### config.mk
export PLATFORM = sky130hd
export DESIGN_NAME = cfc_ctrl
export DESIGN_NICKNAME = d
export VERILOG_FILES = /design/src/rtl/cfc_pkg.sv /design/src/rtl/cfc_mem_if.sv /design/src/rtl/cfc_type_mem.sv /design/src/rtl/cfc_ctrl.sv
export SDC_FILE = /design/constraint.sdc
export NUM_CORES = 1
export LEC_CHECK = 0
export BUFFER_PORTS_ARGS = -buffer_cell sky130_fd_sc_hd__buf_4
export CAP_MARGIN = 20
export CORE_UTILIZATION = 35
export CTS_BUF_LIST = sky130_fd_sc_hd__clkbuf_16
export DETAILED_ROUTE_END_ITERATION = 8
export PLACE_DENSITY = 0.63
export SYNTH_ARGS = -nofsm -noshare
export SYNTH_HDL_FRONTEND = slang
export SYNTH_SLANG_ARGS = --single-unit
export TNS_END_PERCENT = 10
### constraint.sdc
create_clock -name ref_clk_in -period 4.1 [get_ports ref_clk_in]
set_input_delay 0.205 -clock ref_clk_in [delete_from_list [all_inputs] [get_ports ref_clk_in]]
set_output_delay 0.205 -clock ref_clk_in [all_outputs]
set_load 0.1 [all_outputs]
### src/rtl/cfc_pkg.sv
// Shared constants and types for the changeover fault controller
package cfc_pkg;
  localparam int CFC_MAX_CH = 12;
  localparam int CFC_CH_W = 4;
  localparam int CFC_TYPE_W = 3;
  localparam int CFC_ADDR_W = 8;
  localparam int CFC_DATA_W = 32;
  // Channel types
  localparam logic [2:0] CFC_TYPE_NO_MEAS = 3'h0;
  localparam logic [2:0] CFC_TYPE_DEFAULT = 3'h1;
  // Register offsets
  localparam logic [7:0] CFC_OFF_CTRL = 8'h00;
  localparam logic [7:0] CFC_OFF_CHTYPE = 8'h04;
  localparam logic [7:0] CFC_OFF_STATUS = 8'h08;
  localparam logic [7:0] CFC_OFF_LIVE = 8'h0C;
  localparam logic [7:0] CFC_OFF_CMD = 8'h10;
  // Field positions
  localparam int CFC_CTRL_MANUAL_BIT = 0;
  localparam int CFC_CTRL_REQB_BIT = 1;
  localparam int CFC_CTRL_CNT_LSB = 4;
  localparam int CFC_CMD_CLR_BIT = 0;
  localparam int CFC_CHT_IDX_LSB = 0;
  localparam int CFC_CHT_TYPE_LSB = 8;
  localparam int CFC_ST_SEL_BIT = 0;
  localparam int CFC_ST_MANUAL_BIT = 1;
  localparam int CFC_ST_IND_BIT = 2;
  localparam int CFC_ST_FIXED_BIT = 3;
  localparam int CFC_ST_CH_LSB = 4;
  localparam int CFC_ST_SIDE_BIT = 8;
  localparam int CFC_ST_MENU_LSB = 12;
  localparam int CFC_LIVE_BACK_LSB = 16;
  // Reset values and limits
  localparam logic [3:0] CFC_CNT_MAX = 4'hC;
  localparam logic [3:0] CFC_CNT_RESET = 4'hC;
  localparam logic [3:0] CFC_LAST_IDX = 4'hB;
  localparam logic [3:0] CFC_SAVE_CTRL_IDX = 4'hD;
  localparam logic [3:0] CFC_NVM_CTRL_ADDR = 4'hC;
  // Detector threshold, fixed at build time
  localparam logic [7:0] CFC_DET_THRESH = 8'h40;
  typedef enum logic [1:0] {MS_STANDBY, MS_TOP, MS_SUB, MS_EDIT} cfc_menu_t;
endpackage

### src/rtl/cfc_mem_if.sv
// Channel type memory port between controller and store
`timescale 1ns/1ps
`default_nettype none
interface cfc_mem_if;
  logic we;
  logic [3:0] waddr;
  logic [2:0] wdata;
  logic [3:0] raddr;
  logic [2:0] rdata;
  modport ctl (output we, output waddr, output wdata, output raddr, input rdata);
  modport mem (input we, input waddr, input wdata, input raddr, output rdata);
endinterface
`default_nettype wire

### src/rtl/cfc_type_mem.sv
// Channel type store with registered read data
`timescale 1ns/1ps
`default_nettype none
module cfc_type_mem
  import cfc_pkg::*;
(
  // Clock and reset
  input wire logic ref_clk_in,
  input wire logic rst_n_in,
  // Memory port
  cfc_mem_if.mem mp
);
  typedef struct packed {
    logic [CFC_MAX_CH-1:0][2:0] ent;
    logic [2:0] rd;
  } cfc_mem_st_t;
  cfc_mem_st_t st_q, st_d;

  always_comb begin
    st_d = st_q;
    if (mp.we && mp.waddr <= CFC_LAST_IDX) begin
      st_d.ent[mp.waddr] = mp.wdata;
    end
    st_d.rd = (mp.raddr <= CFC_LAST_IDX) ? st_q.ent[mp.raddr] : CFC_TYPE_NO_MEAS;
  end

  always_ff @(posedge ref_clk_in or negedge rst_n_in) begin
    if (!rst_n_in) begin
      st_q <= '{ent: {CFC_MAX_CH{CFC_TYPE_DEFAULT}}, rd: CFC_TYPE_NO_MEAS};
    end else begin
      st_q <= st_d;
    end
  end

  assign mp.rdata = st_q.rd;
endmodule
`default_nettype wire

### src/rtl/cfc_ctrl.sv
// Changeover controller: fault latching, common select, menu and settings save
`timescale 1ns/1ps
`default_nettype none
// Notes on behaviour
// - Losing power drops the common select to primary on every channel.
// - Active channels are channels 1 up to the channel count.
// - Channel count is limited to twelve.
// - Active channel without signal reports input missing continuously.
// - An error on any monitored channel can trigger the changeover.
// - All channels switch together from one common select.
// - Automatic mode switches source on faults without operator action.
// - Manual mode switches only on operator choice, never on faults.
// - Unmonitored relay channels follow the same select, unchecked.
// - Each output carries primary or backup per mode and configuration.
// - Detection thresholds are fixed constants, not adjustable.
// - Fault on primary or backup of a configured channel raises indication.
// - Fault indication latches after an intermittent fault recovers.
// - Only the lowest-numbered faulty configured channel is reported.
// - After repair the report moves to the next faulty channel.
// - After last repair show fixed until operator clears; clear turns off.
// - Returning to standby saves changed settings to non-volatile store.
// - No-measurement channels are not checked, only switched.
// - Back press moves menu up one level to standby; at standby it opens the top menu.
// - Rotary press enters edit, leaves edit, or descends one level.
// - Auto select table: none P, P fault B, B fault P, both B.
// - Auto mode returns to primary once primary fault is repaired.
// - Backup request is accepted only in manual mode.
module cfc_ctrl
  import cfc_pkg::*;
(
  // Clock and reset
  input wire logic ref_clk_in,
  input wire logic rst_n_in,
  // Register port
  input wire logic [CFC_ADDR_W-1:0] reg_addr_in,
  input wire logic [CFC_DATA_W-1:0] reg_wdata_in,
  input wire logic reg_wr_in,
  input wire logic reg_rd_in,
  output logic [CFC_DATA_W-1:0] reg_rdata_out,
  // Detector and panel pins
  input wire logic [CFC_MAX_CH-1:0] prim_ok_in,
  input wire logic [CFC_MAX_CH-1:0] back_ok_in,
  input wire logic power_ok_in,
  input wire logic btn_back_in,
  input wire logic btn_press_in,
  // Saved settings load
  input wire logic nvm_load_in,
  input wire logic [3:0] nvm_load_count_in,
  // Saved settings store
  output logic nvm_we_out,
  output logic [3:0] nvm_addr_out,
  output logic [CFC_DATA_W-1:0] nvm_data_out,
  // Switching and display
  output logic [CFC_MAX_CH-1:0] ch_backup_out,
  output logic follower_backup_out,
  output logic fault_ind_out,
  output logic [7:0] det_thresh_out
);
  localparam int SYNC_W = 2 * CFC_MAX_CH + 3;
  // Synchronisers start at the idle pin levels: power good, buttons up, inputs present,
  // so the first edges after reset raise no false fault
  localparam logic [SYNC_W-1:0] SYNC_IDLE = {1'b1, 1'b0, 1'b0, {(2 * CFC_MAX_CH){1'b1}}};

  typedef struct packed {
    logic [SYNC_W-1:0] sync1;
    logic [SYNC_W-1:0] sync2;
    logic [1:0] btn_prev;
    logic manual;
    logic req_backup;
    logic [3:0] cnt;
    logic sel_backup;
    logic relay;
    logic seen;
    cfc_menu_t menu;
    logic dirty;
    logic [3:0] scan;
    logic [3:0] rd_idx;
    logic rd_sv;
    logic [CFC_MAX_CH-1:0] nomeas;
    logic saving;
    logic [3:0] sv_idx;
    logic nvm_we;
    logic [3:0] nvm_addr;
    logic [CFC_DATA_W-1:0] nvm_data;
    logic [CFC_DATA_W-1:0] rdata;
    logic [CFC_DATA_W-1:0] cht_shadow;
  } cfc_st_t;

  cfc_st_t st_q, st_d;
  cfc_mem_if mif();

  logic [CFC_MAX_CH-1:0] p_ok_s, b_ok_s;
  logic pwr_s, back_s, press_s;
  logic [CFC_MAX_CH-1:0] active, p_flt, b_flt;
  logic any_p, any_b, any_live, fixed;
  logic [3:0] rep_ch;
  logic rep_side;
  logic back_ev, press_ev;
  logic clr_req;
  logic cfg_wr;
  logic [3:0] wr_cnt;
  logic [CFC_DATA_W-1:0] ctrl_word, status_word, live_word;

  cfc_type_mem u_mem (
    .ref_clk_in(ref_clk_in),
    .rst_n_in(rst_n_in),
    .mp(mif.mem)
  );

  // Second synchroniser stage feeds all logic
  assign {pwr_s, back_s, press_s, b_ok_s, p_ok_s} = st_q.sync2;
  assign back_ev = back_s && !st_q.btn_prev[1];
  assign press_ev = press_s && !st_q.btn_prev[0];

  // Per-channel monitoring
  generate
    for (genvar i = 0; i < CFC_MAX_CH; i++) begin : g_ch
      assign active[i] = (4'(i) < st_q.cnt) && !st_q.nomeas[i];
      assign p_flt[i] = active[i] && !p_ok_s[i];
      assign b_flt[i] = active[i] && !b_ok_s[i];
      assign ch_backup_out[i] = st_q.relay;
    end
  endgenerate

  assign any_p = |p_flt;
  assign any_b = |b_flt;
  assign any_live = any_p || any_b;
  // Fixed: a fault was seen and none is live now
  assign fixed = st_q.seen && !any_live;

  // Lowest-numbered faulty channel wins
  always_comb begin
    rep_ch = 4'h0;
    rep_side = 1'b0;
    for (int i = CFC_MAX_CH - 1; i >= 0; i--) begin
      if (p_flt[i] || b_flt[i]) begin
        rep_ch = 4'(i + 1);
        rep_side = !p_flt[i];
      end
    end
  end

  assign wr_cnt = reg_wdata_in[CFC_CTRL_CNT_LSB +: 4];
  // Any settings write marks the saved copy stale
  assign cfg_wr = reg_wr_in && (reg_addr_in == CFC_OFF_CTRL || reg_addr_in == CFC_OFF_CHTYPE);
  // Clear comes from the command register or a press on the standby screen
  assign clr_req = (reg_wr_in && reg_addr_in == CFC_OFF_CMD && reg_wdata_in[CFC_CMD_CLR_BIT])
                   || (press_ev && st_q.menu == MS_STANDBY && fixed);

  // Readable views of control, status and live faults
  always_comb begin
    ctrl_word = '0;
    ctrl_word[CFC_CTRL_MANUAL_BIT] = st_q.manual;
    ctrl_word[CFC_CTRL_REQB_BIT] = st_q.req_backup;
    ctrl_word[CFC_CTRL_CNT_LSB +: 4] = st_q.cnt;
    status_word = '0;
    status_word[CFC_ST_SEL_BIT] = st_q.sel_backup;
    status_word[CFC_ST_MANUAL_BIT] = st_q.manual;
    status_word[CFC_ST_IND_BIT] = any_live || st_q.seen;
    status_word[CFC_ST_FIXED_BIT] = fixed;
    status_word[CFC_ST_CH_LSB +: 4] = rep_ch;
    status_word[CFC_ST_SIDE_BIT] = rep_side;
    status_word[CFC_ST_MENU_LSB +: 2] = st_q.menu;
    live_word = '0;
    live_word[CFC_MAX_CH-1:0] = p_flt;
    live_word[CFC_LIVE_BACK_LSB +: CFC_MAX_CH] = b_flt;
  end

  always_comb begin
    st_d = st_q;
    st_d.sync1 = {power_ok_in, btn_back_in, btn_press_in, back_ok_in, prim_ok_in};
    st_d.sync2 = st_q.sync1;
    st_d.btn_prev = {back_s, press_s};
    st_d.nvm_we = 1'b0;

    // Register writes
    if (reg_wr_in) begin
      if (reg_addr_in == CFC_OFF_CTRL) begin
        st_d.manual = reg_wdata_in[CFC_CTRL_MANUAL_BIT];
        // Backup request only taken in manual mode
        if (reg_wdata_in[CFC_CTRL_MANUAL_BIT]) begin
          st_d.req_backup = reg_wdata_in[CFC_CTRL_REQB_BIT];
        end else begin
          st_d.req_backup = 1'b0;
        end
        st_d.cnt = (wr_cnt > CFC_CNT_MAX) ? CFC_CNT_MAX : wr_cnt;
        st_d.dirty = 1'b1;
      end else if (reg_addr_in == CFC_OFF_CHTYPE) begin
        st_d.cht_shadow = reg_wdata_in;
        st_d.dirty = 1'b1;
      end
    end

    // Loaded settings restart in auto on primary
    if (nvm_load_in) begin
      st_d.cnt = (nvm_load_count_in > CFC_CNT_MAX) ? CFC_CNT_MAX : nvm_load_count_in;
      st_d.manual = 1'b0;
      st_d.req_backup = 1'b0;
      st_d.sel_backup = 1'b0;
    end else if (st_q.manual) begin
      st_d.sel_backup = st_q.req_backup;
    end else begin
      // Primary fault forces backup; otherwise primary
      st_d.sel_backup = any_p;
    end
    // Relays fall to primary without power
    st_d.relay = st_d.sel_backup && pwr_s;

    // Fault latch: a new fault wins over a clear
    if (any_live) begin
      st_d.seen = 1'b1;
    end else if (clr_req) begin
      st_d.seen = 1'b0;
    end

    // Menu navigation
    case (st_q.menu)
      MS_STANDBY: begin
        // A press while fixed clears the fault instead of entering the menu
        if (back_ev || (press_ev && !fixed)) begin
          st_d.menu = MS_TOP;
        end
      end
      MS_TOP: begin
        if (back_ev) begin
          st_d.menu = MS_STANDBY;
          if (st_q.dirty) begin
            st_d.saving = 1'b1;
            st_d.sv_idx = 4'h0;
            // A settings write in this very cycle keeps the copy stale
            st_d.dirty = cfg_wr;
          end
        end else if (press_ev) begin
          st_d.menu = MS_SUB;
        end
      end
      MS_SUB: begin
        if (back_ev) begin
          st_d.menu = MS_TOP;
        end else if (press_ev) begin
          st_d.menu = MS_EDIT;
        end
      end
      MS_EDIT: begin
        if (back_ev || press_ev) begin
          st_d.menu = MS_SUB;
        end
      end
      default: st_d.menu = MS_STANDBY;
    endcase

    // Type memory read pipeline: scan builds the unchecked mask, save walks entries
    st_d.rd_idx = st_q.saving ? st_q.sv_idx : st_q.scan;
    st_d.rd_sv = st_q.saving && st_q.sv_idx <= CFC_LAST_IDX;
    // Scan pauses while a save walks the store
    if (!st_q.saving) begin
      st_d.scan = (st_q.scan == CFC_LAST_IDX) ? 4'h0 : st_q.scan + 4'h1;
    end
    if (st_q.rd_sv) begin
      st_d.nvm_we = 1'b1;
      st_d.nvm_addr = st_q.rd_idx;
      st_d.nvm_data = {{(CFC_DATA_W - CFC_TYPE_W){1'b0}}, mif.rdata};
    end else if (st_q.rd_idx <= CFC_LAST_IDX) begin
      st_d.nomeas[st_q.rd_idx] = (mif.rdata == CFC_TYPE_NO_MEAS);
    end
    if (st_q.saving) begin
      // The control word goes out right after the last entry
      if (st_q.sv_idx == CFC_SAVE_CTRL_IDX) begin
        st_d.saving = 1'b0;
        st_d.nvm_we = 1'b1;
        st_d.nvm_addr = CFC_NVM_CTRL_ADDR;
        st_d.nvm_data = ctrl_word;
      end else begin
        st_d.sv_idx = st_q.sv_idx + 4'h1;
      end
    end

    // Register reads
    // Read data stand for one cycle only, zero otherwise
    st_d.rdata = '0;
    if (reg_rd_in) begin
      if (reg_addr_in == CFC_OFF_CTRL) begin
        st_d.rdata = ctrl_word;
      end else if (reg_addr_in == CFC_OFF_CHTYPE) begin
        st_d.rdata = st_q.cht_shadow;
      end else if (reg_addr_in == CFC_OFF_STATUS) begin
        st_d.rdata = status_word;
      end else if (reg_addr_in == CFC_OFF_LIVE) begin
        st_d.rdata = live_word;
      end
    end
  end

  always_ff @(posedge ref_clk_in or negedge rst_n_in) begin
    if (!rst_n_in) begin
      st_q <= '{
        sync1: SYNC_IDLE,
        sync2: SYNC_IDLE,
        // Buttons count as held for the first cycle only; a press held across reset still acts two cycles later
        btn_prev: 2'h3,
        manual: 1'b0,
        req_backup: 1'b0,
        cnt: CFC_CNT_RESET,
        sel_backup: 1'b0,
        relay: 1'b0,
        seen: 1'b0,
        menu: MS_STANDBY,
        dirty: 1'b0,
        scan: 4'h0,
        rd_idx: 4'h0,
        rd_sv: 1'b0,
        nomeas: '0,
        saving: 1'b0,
        sv_idx: 4'h0,
        nvm_we: 1'b0,
        nvm_addr: 4'h0,
        nvm_data: '0,
        rdata: '0,
        cht_shadow: '0
      };
    end else begin
      st_q <= st_d;
    end
  end

  // Bus writes to the type store go straight to the memory
  assign mif.we = reg_wr_in && reg_addr_in == CFC_OFF_CHTYPE;
  assign mif.waddr = reg_wdata_in[CFC_CHT_IDX_LSB +: 4];
  assign mif.wdata = reg_wdata_in[CFC_CHT_TYPE_LSB +: CFC_TYPE_W];
  assign mif.raddr = st_q.saving ? st_q.sv_idx : st_q.scan;

  // Outputs straight from state; threshold from the package constant
  assign reg_rdata_out = st_q.rdata;
  assign nvm_we_out = st_q.nvm_we;
  assign nvm_addr_out = st_q.nvm_addr;
  assign nvm_data_out = st_q.nvm_data;
  assign follower_backup_out = st_q.relay;
  assign fault_ind_out = st_q.seen;
  assign det_thresh_out = CFC_DET_THRESH;
endmodule
`default_nettype wire

==> flow_summary.json <==
{
  "io_buffers": 158,
  "power.density_nw_per_um2": 531,
  "num-nets-final": 1143,
  "clock_path_buffers": 3,
  "dr.pass1.iters": 5,
  "synth_top_area_share": 0.408,
  "wl_per_cell_um": 17.0,
  "placed_cells": 1356,
  "cts_buffers": 27,
  "core_um2": 28900,
  "antenna_found_initial": 0,
  "hold_start": "reg_addr_in[6]",
  "tns_ps": 0,
  "maxSlewHeadroom": 0.328,
  "p_leak_nw": 5.92,
  "hold-path-endpoint": "reg_rdata_out[5]",
  "worstSkewPairLatency_ps": 520,
  "cts_setup_buffers": 0,
  "period_minus_slack_ps": 2560,
  "drc": 0,
  "fp.dieArea_um2": 30200,
  "yosysSeqAreaShare": 0.576,
  "yosysWarningCount": 0,
  "yosysTopAreaCell": "dfrtp_1",
  "max_freq_ghz": 0.390,
  "holdBufCountCts": 63,
  "drive_above_1_share": 0.322,
  "fill_cells": 2731,
  "gp_congestion": 0.930,
  "worstSetupEndpointType": "flop",
  "reg2reg_depth": 6,
  "drtAntennaViolNets": 0,
  "maxSlewViolCount": 0,
  "avgSynthCellArea_um2": 11.2,
  "seq_area_um2": 5940,
  "hold_viol": 0,
  "setup_viol": 0,
  "synth-async-reset-ratio": 1.00,
  "reg2reg_to": "reg_rdata_out[3]",
  "finalCritPeriodShare": 0.625,
  "clk_pin_slew_ps": 60,
  "min_path_type": "input pin to flop",
  "cp_max_fo": 12,
  "placementRows": 62,
  "cts-root-buf": "clkbuf_16",
  "tightestPinTransition_ps": 980,
  "holdPathStages": 4,
  "rr_startpoint": "ctrl_word[5]",
  "synth_common_cells": "dfrtp_1 (168), nand2_1 (145), buf_4 (90)",
  "grt_max_degree": 123,
  "die_width_um": 174,
  "outcome": "finished, final reports clean",
  "cts_resized": 0,
  "path_class": "flop to flop",
  "io_pins": 167,
  "track_usage": 0.166,
  "syn_inst": 921,
  "crit_required_ps": 4530,
  "grt_pass1_vias": 7103,
  "arrival_ps": 2990,
  "cts.sinks": 234,
  "vias": 7151,
  "synth_edf_count": 0,
  "skew_ps": 11.1,
  "grt_pass1_wl_um": 39800,
  "ys_types": 71,
  "synth_ff_type": "dfrtp_1",
  "grt_overflow": 0,
  "ys_seq_elements": 234,
  "rsz0062_at_grt": "false",
  "multi_input_area_um2": 3530,
  "cap_violations": 0,
  "die_h_um": 174,
  "htreeDepth": 1,
  "vias_per_cell": 4.87,
  "routed_wl_um": 25000,
  "area_growth_pct": 23.5,
  "synth.most_common_cell": "dfrtp_1",
  "power_w": 0.00676,
  "worstSetupStartpointType": "flop",
  "ff2ff_setup_slack_ps": 1540,
  "drtIter0Drc": 555,
  "start_util": 0.357,
  "post-dp-hpwl_um": 17700,
  "ir_drop_uv": 335,
  "cts_tree": "done",
  "yosys-top-cells-area": "dfrtp_1 (41%), dfstp_2 (17%), buf_4 (6.5%)",
  "syn_area_um2": 10300,
  "antenna_cells": 0,
  "stdcell_count": 1468
}
==> placed cells by master (no fill, tap or decap), types with 6 or more instances in the layout <==
cell	instances
and3_1	10
mux2_2	49
a22oi_1	18
buf_4	167
o21ai_0	30
nand3_1	10
nor3_1	26
nor2_1	54
nor3b_1	6
nor2b_1	12
and2_1	26
dlygate4sd3_1	63
a211oi_1	14
inv_1	23
a21oi_1	23
mux2i_1	20
clkinv_1	7
nand2_1	145
conb_1	8
dfrtp_1	168
nand2b_1	12
clkbuf_16	27
dfstp_2	66
==> layer usage <==
metal	part of all wire	vias up	global-route usage
met5	0	-	0
li1	-	3367	-
met2	0.46	250	0.261
met4	0.026	0	0.0504
met1	0.46	3491	0.235
met3	0.057	43	0.0285
==> power by group <==
part | switching [W] | total, W | internal (W)
registers | 0.000273 | 0.00283 | 0.00256
logic | 0.00112 | 0.00171 | 0.000589
clock network | 0.000912 | 0.00222 | 0.00131
==> worst max-delay path, stage by stage (launching register included) <==
cell and delay [ps]:
dfrtp_1 560, a21oi_1 350, nor3_1 120, nor4_1 480
nand4b_1 330, o31a_1 380, nor4_2 240
==> worst max-delay path by stage <==
stage / depth (start not counted) / start / slack [ps] / to
final: 6 / ctrl_word[5] / 1540 / reg_rdata_out[3]
after global routing: 6 / st_q[105] / 1350 / u_mem.mp.rdata[0]
after CTS: 6 / st_q[105] / 1590 / u_mem.mp.rdata[0]
after detailed placement: 7 / reg_addr_in[1] / 1520 / u_mem.st_q[10]
after global placement: 7 / reg_addr_in[1] / 1610 / u_mem.st_q[10]
after floorplan: 7 / reg_addr_in[1] / 1990 / u_mem.st_q[31]
==> flip-flops by register name, summed over array words and instances, names as in the netlist, 4 cells and up <==
| name | cells |
|---|---|
| nvm_addr_out | 4 |
| u_mem.st_q | 36 |
| reg_rdata_out | 32 |
| st_q | 64 |
| nvm_data_out | 32 |
| ctrl_word | 6 |
| st_d | 27 |
| b_ok_s | 12 |
| p_ok_s | 12 |
==> through the flow <==
stage | instance area (um2) | setup slack (ps) | util | hold WS [ps]
finish | 12700 | 1540 | 0.442 | 13.8
global route | 12700 | 1350 | 0.442 | 24.6
global placement | 11300 | 1610 | 0.391 | 314
CTS | 12700 | 1590 | 0.442 | 1.76
detailed placement | 11300 | 1520 | 0.391 | 314
floorplan | 10300 | 1990 | - | -90.6
==> area by class of cell <==
| class | count | share of cell area |
|---|---|---|
| clock buffers | 27 | 0.0530 |
| clock inverters | 22 | 0.0113 |
| inverters | 14 | 0.00412 |
| multi-input cells | 555 | 0.277 |
| flip-flops and latches | 234 | 0.466 |
| well taps | 384 | 0.0377 |
| repair buffers | 232 | 0.151 |
==> logic make-up (layout without fill, tap and decap cells) <==
| logic type | after synthesis | after routing | share of synthesized area |
|---|---|---|---|
| AO/OA/AOI/OAI | 131 | 131 | 0.0855 |
| buffers and inverters | 138 | 295 | 0.0842 |
| other | 2 | 8 | 0.000728 |
| adder cells (fa/ha/maj) | 3 | 3 | 0.00364 |
| flip-flops | 234 | 234 | 0.576 |
| multiplexers | 75 | 75 | 0.0841 |
| AND/OR/NAND/NOR | 338 | 338 | 0.166 |
Note: power is estimated with default switching activity, not from simulation.
